`src/pkg/itc_cfg.svh`:
```
// Named constants of the input terminal conditioner: timing, reset values, indices and codes.
`ifndef ITC_CFG_SVH
`define ITC_CFG_SVH

// One count of the filter and delay settings is one millisecond.
`define ITC_CLK_NS        40
`define ITC_TICK_NS       1000000
`define ITC_TICK_CYCLES   (`ITC_TICK_NS / `ITC_CLK_NS)

`define ITC_FILT_MAX      16'h03E8
`define ITC_DLY_MAX       16'hC350
`define ITC_FILT_RST      16'h000A
`define ITC_DLY_RST       16'h0000
`define ITC_POL_RST       9'h000
`define ITC_VEN_RST       9'h000
`define ITC_VTS_RST       16'h0000
`define ITC_MODE_RST      2'h0
`define ITC_FAST_TYPE_RST 1'h0
`define ITC_FSEL1_RST     7'h01
`define ITC_FSEL2_RST     7'h04
`define ITC_FSEL3_RST     7'h07
`define ITC_FSEL_RST      7'h00
`define ITC_FSEL_MAX      7'h5F

// Register indices; the byte address is four times the index.
`define ITC_IDX_VTS       14'h200A
`define ITC_IDX_POL       14'h2010
`define ITC_IDX_FILT      14'h2011
`define ITC_IDX_VEN       14'h2012
`define ITC_IDX_MODE      14'h2013
`define ITC_IDX_FAST_TYPE 14'h2014
`define ITC_IDX_DLY_BASE  14'h2015
`define ITC_IDX_FSEL_BASE 14'h2020
`define ITC_IDX_STATUS    14'h2030
`define ITC_IDX_CMD       14'h2031

// Terminal function codes.
`define ITC_FN_RUN_FWD    7'h01
`define ITC_FN_RUN_REV    7'h02
`define ITC_FN_THREE_WIRE 7'h03
`define ITC_FN_JOG_FWD    7'h04
`define ITC_FN_CH_KEYPAD  7'h24
`define ITC_FN_CH_TERM    7'h25
`define ITC_FN_CH_COMM    7'h26
`define ITC_FN_PRE_EXCITE 7'h27
`define ITC_FN_E_CLEAR    7'h28
`define ITC_FN_E_HOLD     7'h29
`define ITC_FN_BRAKE_KPAD 7'h2A
`define ITC_FN_REG_INVERT 7'h3D

`endif

```
`src/pkg/itc_pkg.sv`:
```
// Types shared by the input terminal conditioner modules.
package itc_pkg;

    typedef logic [8:0] term_vec_t;
    typedef logic [6:0] fsel_t;

    typedef enum logic [1:0] {
        MODE_TWO_WIRE_1,
        MODE_TWO_WIRE_2,
        MODE_THREE_WIRE_1,
        MODE_THREE_WIRE_2
    } ctrl_mode_e;

    typedef enum logic {
        BUS_IDLE,
        BUS_ACK
    } bus_state_e;

    typedef struct packed {
        term_vec_t         pol;
        logic [15:0]       filt;
        term_vec_t         ven;
        ctrl_mode_e        mode;
        logic              fast_type;
        logic [3:0][15:0]  on_dly;
        logic [3:0][15:0]  off_dly;
        logic [15:0]       vts;
        logic [8:0][6:0]   fsel;
    } cfg_s;

    typedef struct packed {
        logic run_fwd;
        logic run_rev;
        logic three_wire;
        logic jog_fwd;
        logic chan_keypad;
        logic chan_terminal;
        logic chan_comm;
        logic pre_excite;
        logic energy_clear;
        logic energy_hold;
        logic brake_lim_keypad;
        logic regulator_invert;
    } cmd_s;

    typedef struct packed {
        logic        wr;
        logic [13:0] idx;
        logic [31:0] wdata;
        logic [3:0]  be;
    } bus_req_s;

endpackage

```
`src/core/stable_timer.sv`:
```
// Level follower that passes a change only after it has stood for a number of ticks.
`timescale 1ns/10ps
`default_nettype none

module stable_timer #(
    parameter int CW = 16
) (
    input  wire logic          clk,
    input  wire logic          rst,
    input  wire logic          tick,
    input  wire logic          level_in,
    input  wire logic [CW-1:0] on_limit,
    input  wire logic [CW-1:0] off_limit,
    output logic               level_out
);

    logic [CW-1:0] cnt_q;
    logic [CW-1:0] cnt_d;
    logic [CW-1:0] limit;
    logic          out_q;
    logic          out_d;

    if (CW < 1) begin : g_bad_cw
        $error("CW below 1");
    end

    // A bounce back to the old level restarts the count, so short glitches never pass.
    always_comb begin
        limit = level_in ? on_limit : off_limit;
        cnt_d = cnt_q;
        out_d = out_q;
        if (level_in == out_q) begin
            cnt_d = '0;
        end else if (cnt_q >= limit) begin
            out_d = level_in;
            cnt_d = '0;
        end else if (tick) begin
            cnt_d = cnt_q + 1'b1;
        end
    end

    always_ff @(posedge clk or posedge rst) begin
        if (rst) begin
            cnt_q <= '0;
            out_q <= 1'b0;
        end else begin
            cnt_q <= cnt_d;
            out_q <= out_d;
        end
    end

    assign level_out = out_q;

endmodule // stable_timer

`default_nettype wire

```
`src/core/avalon_reg_port.sv`:
```
// Avalon-MM slave handshake: one wait cycle, then a single-cycle answer.
`timescale 1ns/10ps
`default_nettype none

module avalon_reg_port
    import itc_pkg::*;
(
    input  wire logic        clk,
    input  wire logic        rst,
    input  wire logic [15:0] avs_address,
    input  wire logic        avs_read,
    input  wire logic        avs_write,
    input  wire logic [31:0] avs_writedata,
    input  wire logic [3:0]  avs_byteenable,
    output logic [31:0]      avs_readdata,
    output logic             avs_waitrequest,
    input  wire logic [31:0] rd_word,
    output bus_req_s         req
);

    bus_state_e  state_q;
    bus_state_e  state_d;
    logic        wait_q;
    logic        wait_d;
    logic [31:0] rdata_q;
    logic [31:0] rdata_d;

    // Read data is captured when the request is first seen and stands through the answer cycle.
    always_comb begin
        state_d = BUS_IDLE;
        wait_d  = 1'b1;
        rdata_d = rdata_q;
        case (state_q)
            BUS_IDLE: begin
                if (avs_read || avs_write) begin
                    state_d = BUS_ACK;
                    wait_d  = 1'b0;
                    if (avs_read) begin
                        rdata_d = rd_word;
                    end
                end
            end
            BUS_ACK: begin
                state_d = BUS_IDLE;
            end
            default: begin
                state_d = BUS_IDLE;
            end
        endcase
    end

    always_ff @(posedge clk or posedge rst) begin
        if (rst) begin
            state_q <= BUS_IDLE;
            wait_q  <= 1'b1;
            rdata_q <= 32'h0000_0000;
        end else begin
            state_q <= state_d;
            wait_q  <= wait_d;
            rdata_q <= rdata_d;
        end
    end

    // The write commits at the same edge at which the master sees waitrequest low.
    assign req.wr          = (state_q == BUS_ACK) && avs_write;
    assign req.idx         = avs_address[15:2];
    assign req.wdata       = avs_writedata;
    assign req.be          = avs_byteenable;
    assign avs_readdata    = rdata_q;
    assign avs_waitrequest = wait_q;

endmodule // avalon_reg_port

`default_nettype wire

```
`src/core/input_terminal_conditioner.sv`:
```
// Input terminal conditioner: polarity, filtering, delays, virtual override and function decode.
//
// What this block does
// - Nine-bit polarity mask; a set bit inverts that terminal to active-low.
// - One sampling filter time, 0 to 1 s, default 10 ms, for all nine.
// - Virtual-enable mask; bits 0-7 switch inputs, bit 8 fast input; 1 means virtual.
// - A virtual terminal ignores its pin and follows only communication writes.
// - The virtual terminal state word sits at one fixed communication address.
// - Two-bit terminal control mode selects two-wire 1/2 or three-wire 1/2.
// - Switch inputs one to four delay going active by their own on-delay.
// - Switch inputs one to four delay going inactive by a separate off-delay.
// - Codes 36, 37, 38 move the run command channel to keypad, terminal, comm.
// - Code 39 pre-excites; 40 clears and 41 holds the energy accumulator.
// - Code 42 selects keypad braking-torque limit; 61 inverts the regulator; reserved do nothing.
// - Fast input is a pulse input at type 0 and a digital input at type 1.
// - Each input has a function code 0-95; 1 fwd, 2 rev, 3 three-wire, 4 jog.
//
// Chosen here: the Avalon-MM interface to the registers.
`include "itc_cfg.svh"
`timescale 1ns/10ps
`default_nettype none

module input_terminal_conditioner
    import itc_pkg::*;
#(
    parameter int TICK_CYCLES = `ITC_TICK_CYCLES
) (
    input  wire logic        clk,
    input  wire logic        rst,
    input  wire logic [15:0] avs_address,
    input  wire logic        avs_read,
    input  wire logic        avs_write,
    input  wire logic [31:0] avs_writedata,
    input  wire logic [3:0]  avs_byteenable,
    output logic [31:0]      avs_readdata,
    output logic             avs_waitrequest,
    input  wire logic        switch_input_one,
    input  wire logic        switch_input_two,
    input  wire logic        switch_input_three,
    input  wire logic        switch_input_four,
    input  wire logic        switch_input_five,
    input  wire logic        switch_input_six,
    input  wire logic        switch_input_seven,
    input  wire logic        switch_input_eight,
    input  wire logic        fast_pulse_input,
    output term_vec_t        terminal_state,
    output cmd_s             terminal_commands,
    output ctrl_mode_e       terminal_control_mode,
    output logic             fast_pulse_level
);

    if (TICK_CYCLES < 1 || TICK_CYCLES > 65535) begin : g_bad_tick
        $error("TICK_CYCLES out of range");
    end

    ////////////////////////////////////////////////////////////////////////////
    // Helpers

    function automatic logic [31:0] be_merge(input logic [31:0] old_w,
                                             input logic [31:0] new_w,
                                             input logic [3:0]  be);
        logic [31:0] res;
        res = old_w;
        for (int b = 0; b < 4; b++) begin
            if (be[b]) begin
                res[b*8 +: 8] = new_w[b*8 +: 8];
            end
        end
        return res;
    endfunction

    // Filter and delay settings above their range saturate rather than wrap.
    function automatic logic [15:0] sat16(input logic [15:0] v, input logic [15:0] max);
        return (v > max) ? max : v;
    endfunction

    // True when any active terminal carries the given function code.
    function automatic logic any_code(input logic [8:0][6:0] sel,
                                      input term_vec_t       act,
                                      input fsel_t           code);
        logic hit;
        hit = 1'b0;
        for (int t = 0; t < 9; t++) begin
            hit = hit | (act[t] && sel[t] == code);
        end
        return hit;
    endfunction

    ////////////////////////////////////////////////////////////////////////////
    // Register bus

    bus_req_s    bus;
    logic [31:0] rd_word;
    cfg_s        cfg_q;
    cfg_s        cfg_d;
    logic [31:0] merged;
    term_vec_t   term_q;
    term_vec_t   term_d;
    cmd_s        cmd_q;
    cmd_s        cmd_d;
    term_vec_t   pins;

    avalon_reg_port u_port (
        .clk             (clk),
        .rst             (rst),
        .avs_address     (avs_address),
        .avs_read        (avs_read),
        .avs_write       (avs_write),
        .avs_writedata   (avs_writedata),
        .avs_byteenable  (avs_byteenable),
        .avs_readdata    (avs_readdata),
        .avs_waitrequest (avs_waitrequest),
        .rd_word         (rd_word),
        .req             (bus)
    );

    // Reads of unmapped indices return zero; reserved bits read as zero.
    always_comb begin
        rd_word = 32'h0000_0000;
        case (bus.idx)
            `ITC_IDX_VTS:       rd_word[15:0] = cfg_q.vts;
            `ITC_IDX_POL:       rd_word[8:0]  = cfg_q.pol;
            `ITC_IDX_FILT:      rd_word[15:0] = cfg_q.filt;
            `ITC_IDX_VEN:       rd_word[8:0]  = cfg_q.ven;
            `ITC_IDX_MODE:      rd_word[1:0]  = cfg_q.mode;
            `ITC_IDX_FAST_TYPE: rd_word[0]    = cfg_q.fast_type;
            `ITC_IDX_STATUS:    rd_word[24:0] = {pins, 7'h00, term_q};
            `ITC_IDX_CMD:       rd_word[11:0] = cmd_q;
            default: begin
                for (int k = 0; k < 4; k++) begin
                    if (bus.idx == `ITC_IDX_DLY_BASE + 14'(2 * k)) begin
                        rd_word[15:0] = cfg_q.on_dly[k];
                    end
                    if (bus.idx == `ITC_IDX_DLY_BASE + 14'(2 * k + 1)) begin
                        rd_word[15:0] = cfg_q.off_dly[k];
                    end
                end
                for (int t = 0; t < 9; t++) begin
                    if (bus.idx == `ITC_IDX_FSEL_BASE + 14'(t)) begin
                        rd_word[6:0] = cfg_q.fsel[t];
                    end
                end
            end
        endcase
    end

    ////////////////////////////////////////////////////////////////////////////
    // Configuration registers

    always_comb begin
        cfg_d  = cfg_q;
        merged = 32'h0000_0000;
        if (bus.wr) begin
            case (bus.idx)
                `ITC_IDX_VTS: begin
                    merged    = be_merge({16'h0000, cfg_q.vts}, bus.wdata, bus.be);
                    cfg_d.vts = merged[15:0];
                end
                `ITC_IDX_POL: begin
                    merged    = be_merge({23'h0, cfg_q.pol}, bus.wdata, bus.be);
                    cfg_d.pol = merged[8:0];
                end
                `ITC_IDX_FILT: begin
                    merged     = be_merge({16'h0000, cfg_q.filt}, bus.wdata, bus.be);
                    cfg_d.filt = sat16(merged[15:0], `ITC_FILT_MAX);
                end
                `ITC_IDX_VEN: begin
                    merged    = be_merge({23'h0, cfg_q.ven}, bus.wdata, bus.be);
                    cfg_d.ven = merged[8:0];
                end
                `ITC_IDX_MODE: begin
                    merged     = be_merge({30'h0, cfg_q.mode}, bus.wdata, bus.be);
                    cfg_d.mode = ctrl_mode_e'(merged[1:0]);
                end
                `ITC_IDX_FAST_TYPE: begin
                    merged          = be_merge({31'h0, cfg_q.fast_type}, bus.wdata, bus.be);
                    cfg_d.fast_type = merged[0];
                end
                default: begin
                    for (int k = 0; k < 4; k++) begin
                        if (bus.idx == `ITC_IDX_DLY_BASE + 14'(2 * k)) begin
                            merged = be_merge({16'h0000, cfg_q.on_dly[k]}, bus.wdata, bus.be);
                            cfg_d.on_dly[k] = sat16(merged[15:0], `ITC_DLY_MAX);
                        end
                        if (bus.idx == `ITC_IDX_DLY_BASE + 14'(2 * k + 1)) begin
                            merged = be_merge({16'h0000, cfg_q.off_dly[k]}, bus.wdata, bus.be);
                            cfg_d.off_dly[k] = sat16(merged[15:0], `ITC_DLY_MAX);
                        end
                    end
                    for (int t = 0; t < 9; t++) begin
                        if (bus.idx == `ITC_IDX_FSEL_BASE + 14'(t)) begin
                            merged = be_merge({25'h0, cfg_q.fsel[t]}, bus.wdata, bus.be);
                            // Codes above the range are refused; the old code stays.
                            if (merged[6:0] <= `ITC_FSEL_MAX) begin
                                cfg_d.fsel[t] = merged[6:0];
                            end
                        end
                    end
                end
            endcase
        end
    end

    always_ff @(posedge clk or posedge rst) begin
        if (rst) begin
            cfg_q.vts       <= `ITC_VTS_RST;
            cfg_q.pol       <= `ITC_POL_RST;
            cfg_q.filt      <= `ITC_FILT_RST;
            cfg_q.ven       <= `ITC_VEN_RST;
            cfg_q.mode      <= ctrl_mode_e'(`ITC_MODE_RST);
            cfg_q.fast_type <= `ITC_FAST_TYPE_RST;
            cfg_q.on_dly    <= {4{`ITC_DLY_RST}};
            cfg_q.off_dly   <= {4{`ITC_DLY_RST}};
            cfg_q.fsel      <= {{6{`ITC_FSEL_RST}}, `ITC_FSEL3_RST,
                                `ITC_FSEL2_RST, `ITC_FSEL1_RST};
        end else begin
            cfg_q <= cfg_d;
        end
    end

    ////////////////////////////////////////////////////////////////////////////
    // Millisecond tick

    logic [15:0] tick_cnt_q;
    logic [15:0] tick_cnt_d;
    logic        tick_q;
    logic        tick_d;

    always_comb begin
        tick_d     = (tick_cnt_q == 16'(TICK_CYCLES - 1));
        tick_cnt_d = tick_d ? 16'h0000 : tick_cnt_q + 16'h0001;
    end

    always_ff @(posedge clk or posedge rst) begin
        if (rst) begin
            tick_cnt_q <= 16'h0000;
            tick_q     <= 1'b0;
        end else begin
            tick_cnt_q <= tick_cnt_d;
            tick_q     <= tick_d;
        end
    end

    ////////////////////////////////////////////////////////////////////////////
    // Physical terminal path

    term_vec_t pol_in;
    term_vec_t filt_out;
    logic [3:0] dly_out;
    term_vec_t proc_lvl;

    assign pins   = {fast_pulse_input, switch_input_eight, switch_input_seven,
                     switch_input_six, switch_input_five, switch_input_four,
                     switch_input_three, switch_input_two, switch_input_one};
    assign pol_in = pins ^ cfg_q.pol;

    for (genvar i = 0; i < 9; i++) begin : g_filt
        stable_timer #(.CW(16)) u_filt (
            .clk       (clk),
            .rst       (rst),
            .tick      (tick_q),
            .level_in  (pol_in[i]),
            .on_limit  (cfg_q.filt),
            .off_limit (cfg_q.filt),
            .level_out (filt_out[i])
        );
    end

    for (genvar i = 0; i < 4; i++) begin : g_dly
        stable_timer #(.CW(16)) u_dly (
            .clk       (clk),
            .rst       (rst),
            .tick      (tick_q),
            .level_in  (filt_out[i]),
            .on_limit  (cfg_q.on_dly[i]),
            .off_limit (cfg_q.off_dly[i]),
            .level_out (dly_out[i])
        );
    end

    // In pulse mode the fast input carries no digital level of its own.
    always_comb begin
        proc_lvl    = {filt_out[8:4], dly_out};
        proc_lvl[8] = cfg_q.fast_type & filt_out[8];
        term_d = (cfg_q.ven & cfg_q.vts[8:0]) | (~cfg_q.ven & proc_lvl);
    end

    ////////////////////////////////////////////////////////////////////////////
    // Function decode

    // Reserved and unlisted codes match nothing below and so cause no action.
    always_comb begin
        cmd_d                  = '0;
        cmd_d.run_fwd          = any_code(cfg_q.fsel, term_q, `ITC_FN_RUN_FWD);
        cmd_d.run_rev          = any_code(cfg_q.fsel, term_q, `ITC_FN_RUN_REV);
        cmd_d.three_wire       = any_code(cfg_q.fsel, term_q, `ITC_FN_THREE_WIRE);
        cmd_d.jog_fwd          = any_code(cfg_q.fsel, term_q, `ITC_FN_JOG_FWD);
        cmd_d.chan_keypad      = any_code(cfg_q.fsel, term_q, `ITC_FN_CH_KEYPAD);
        cmd_d.chan_terminal    = any_code(cfg_q.fsel, term_q, `ITC_FN_CH_TERM);
        cmd_d.chan_comm        = any_code(cfg_q.fsel, term_q, `ITC_FN_CH_COMM);
        cmd_d.pre_excite       = any_code(cfg_q.fsel, term_q, `ITC_FN_PRE_EXCITE);
        cmd_d.energy_clear     = any_code(cfg_q.fsel, term_q, `ITC_FN_E_CLEAR);
        cmd_d.energy_hold      = any_code(cfg_q.fsel, term_q, `ITC_FN_E_HOLD);
        cmd_d.brake_lim_keypad = any_code(cfg_q.fsel, term_q, `ITC_FN_BRAKE_KPAD);
        cmd_d.regulator_invert = any_code(cfg_q.fsel, term_q, `ITC_FN_REG_INVERT);
    end

    logic fast_lvl_q;
    logic fast_lvl_d;

    // The raw fast pin goes to the frequency measurement only in pulse mode.
    assign fast_lvl_d = ~cfg_q.fast_type & fast_pulse_input;

    always_ff @(posedge clk or posedge rst) begin
        if (rst) begin
            term_q     <= '0;
            cmd_q      <= '0;
            fast_lvl_q <= 1'b0;
        end else begin
            term_q     <= term_d;
            cmd_q      <= cmd_d;
            fast_lvl_q <= fast_lvl_d;
        end
    end

    assign terminal_state        = term_q;
    assign terminal_commands     = cmd_q;
    assign terminal_control_mode = cfg_q.mode;
    assign fast_pulse_level      = fast_lvl_q;

endmodule // input_terminal_conditioner

`default_nettype wire

```
`config.mk`:
```
export PLATFORM = sky130hd
export DESIGN_NAME = input_terminal_conditioner
export DESIGN_NICKNAME = d
export VERILOG_FILES = /design/src/pkg/itc_pkg.sv /design/src/core/stable_timer.sv /design/src/core/avalon_reg_port.sv /design/src/core/input_terminal_conditioner.sv
export VERILOG_INCLUDE_DIRS = /design/src /design/src/pkg
export SDC_FILE = /design/constraint.sdc
export NUM_CORES = 2
export LEC_CHECK = 0
export ABC_AREA = 1
export BUFFER_PORTS_ARGS = -buffer_cell sky130_fd_sc_hd__buf_2
export CORE_UTILIZATION = 50
export DETAILED_ROUTE_END_ITERATION = 6
export HOLD_SLACK_MARGIN = 0.15
export PLACE_DENSITY = 0.69
export SETUP_SLACK_MARGIN = 0.5
export SKIP_LAST_GASP = 1
export SLEW_MARGIN = 25
export SYNTH_ARGS = -nofsm -noshare
export SYNTH_HDL_FRONTEND = slang
export SYNTH_HIERARCHICAL = 1
export SYNTH_SLANG_ARGS = --single-unit
```
`constraint.sdc`:
```
create_clock -name clk -period 10.1 [get_ports clk]
set_input_delay 0.505 -clock clk [delete_from_list [all_inputs] [get_ports clk]]
set_output_delay 0.505 -clock clk [all_outputs]
set_load 0.02 [all_outputs]
```
==> flow_summary.json <==
{
  "critPathSlowestCell": "nor2_8",
  "postLayoutCoreUtil": 0.5505,
  "rr_endpoint": "g_filt[7].u_filt/cnt_q[13]",
  "crit_family": "simple AND/OR/NAND/NOR gates",
  "crit_type": "in -> reg",
  "timing.fmax_mhz": 241.2,
  "slew_headroom": 0.2823,
  "crit_path_start_kind": "input pin",
  "avgSynthCellArea_um2": 7.940,
  "die_h_um": 276.8,
  "avgRoutedWirePerCell_um": 19.45,
  "grt_pass1_vias": 32020,
  "portBuffers": 101,
  "required_ns": 10.58,
  "r2r_setup_slack_ns": 6.97,
  "layout_min_cycle_time_ns": 4.146,
  "layout.cells.non_filler": 5813,
  "status": "finished, violations left",
  "clk_pin_slew_worst_paths_ns": 0.06,
  "vias_per_cell": 5.760,
  "htree_levels": 3,
  "hold_class": "in -> reg",
  "cts.repair.resized": 0,
  "fillers": 6979,
  "start_util": 0.5062,
  "ys_warn_count": 6,
  "crit_start": "avs_address[11]",
  "slew_viol_final": 0,
  "cts-root-buf": "clkbuf_16",
  "regArea_um2": 13480,
  "worstSetupPathDepth": 15,
  "drt_iter0_markers": 2897,
  "io_pins": 122,
  "gp_congestion": 0.9811,
  "peakVddDrop_uv": 135.9,
  "finalWirelength_mm": 113.1,
  "hold_viol": 0,
  "path_cells": "buf_2 -> nor2_1 -> nand3_4 -> nor2_8 -> inv_2 -> nor2_4 -> nor2_1 -> nand3_2 -> nor3_4 -> nand2_2 -> inv_2 -> nand2_1 -> clkinv_1 -> nand2_2 -> o22ai_1",
  "clock_latency_ns": 0.61,
  "critical_path_buf_inv_count": 4,
  "grt_max_degree": 144,
  "antenna_found_initial": 5,
  "finalSetupTns_ns": 0,
  "period_share": 0.4105,
  "multi_input_area_um2": 21020,
  "postSynthCellCount": 4754,
  "critPathArrivalTime_ns": 4.63,
  "cts_made_buffers": 67,
  "power_density_nw_per_um2": 124.1,
  "clock-sinks": 538,
  "place_hpwl_mm": 81.29,
  "end_kind": "flip-flop",
  "hold_slack_ns": 0.1883,
  "fp-row-count": 100,
  "p_leak_uw": 0.01975,
  "clockBufferDepth": 3,
  "drive_gt1_frac": 0.1275,
  "cpPeakStageDelay_ns": 0.55,
  "dp.cells": 5683,
  "setup_violations": 0,
  "worstMarginPinSlew_ns": 1.074,
  "grt_usage": 0.2932,
  "syn2layout_area_growth_pct": 8.740,
  "die-area_um2": 76600,
  "power_uw": 5095,
  "fp.coreArea_um2": 74570,
  "crit_end": "cfg_q[198]",
  "via_count": 33480,
  "cts_tree": "yes",
  "grt_first_pass_wirelength_mm": 178.0,
  "reg2reg_depth": 9,
  "gr-total-overflow": 0,
  "synth_area_um2": 37750,
  "max_cap_violations": 0,
  "layout.nets": 5075,
  "die_w_um": 276.8,
  "drc": 1,
  "path_max_fanout": 23,
  "failed_checks": "design-rule violations",
  "skew_ns": 0.02676,
  "rr_startpoint": "tick_q",
  "rsz0062_at_grt": "no",
  "dr.pass1.iters": 7,
  "ant_nets": 0
}
==> layout make-up <==
type	instances	area share
diodes	3	0.0001829
clock buffers	100	0.04907
inverters	575	0.05307
well taps	969	0.02954
repair buffers	134	0.01908
multi-input cells	3472	0.5121
clock inverters	22	0.008535
flip-flops and latches	538	0.3285
==> report_power, final <==
| group | total, uW | internal (uW) | switching (uW) |
|---|---|---|---|
| clock | 2590 | 1590 | 1000 |
| sequential | 2180 | 2170 | 13.6 |
| combinational | 321 | 75.3 | 246 |
| total | 5090 | 3830 | 1260 |
==> per-stage QoR <==
stage               setup WS, ns  cell area, um2
global route               5.812           41040
finish                     5.954           41050
detailed placement         5.424           38610
CTS                        6.071           41020
floorplan                  1.799           37770
global placement           5.547           38610
==> state kept, by name (all words and copies together), names as in the netlist <==
signal                   count
g_dly.u_dly/level_out        4
g_filt.u_filt/level_out      9
u_port/avs_waitrequest       1
u_port/avs_readdata         32
cfg_q                      242
fast_pulse_level             1
tick_q                       1
terminal_state               9
terminal_control_mode        2
terminal_commands           12
u_port/state_q               1
tick_cnt_q                  16
g_dly.u_dly/cnt_q           64
g_filt.u_filt/cnt_q        144
==> worst min-delay path, stage by stage <==
cell and delay [ns]:
buf_2 0.15, nand2_1 0.08, nand2_1 0.04
==> how the worst min path moves through the flow <==
stage / start / cells after the start / end
finish: avs_writedata[4] / 3 / cfg_q[4]
global placement: u_port/avs_readdata[10] / 2 / u_port/avs_readdata[10]
CTS: avs_writedata[4] / 3 / cfg_q[4]
detailed placement: tick_cnt_q[0] / 1 / tick_cnt_q[0]
floorplan: cfg_q[207] / 1 / fast_pulse_level
global route: avs_writedata[4] / 3 / cfg_q[4]
==> repair_timing <==
| action | in CTS | in global routing |
|---|---|---|
| endpoints found under the hold margin | 5 | 0 |
| hold buffers | 4 | 0 |
| setup buffers | 0 | 0 |
==> per-layer routing <==
layer	GRT usage	share of wire	vias to the layer above
met2	0.4545	0.44	1228
met1	0.4042	0.44	15910
met4	0.1222	0.044	4
met5	0	0.00024	-
met3	0.05096	0.079	300
li1	-	-	16040
==> placed cells by master (no fill, tap or decap), types with 129 or more instances in the layout <==
master / instances
nor2_1: 370
nand4_1: 129
o21ai_0: 170
dfrtp_1: 524
nand3_1: 203
nand2_1: 967
a21oi_1: 280
ha_1: 222
mux2i_1: 209
inv_1: 511
(Power assumes the default switching activity.)
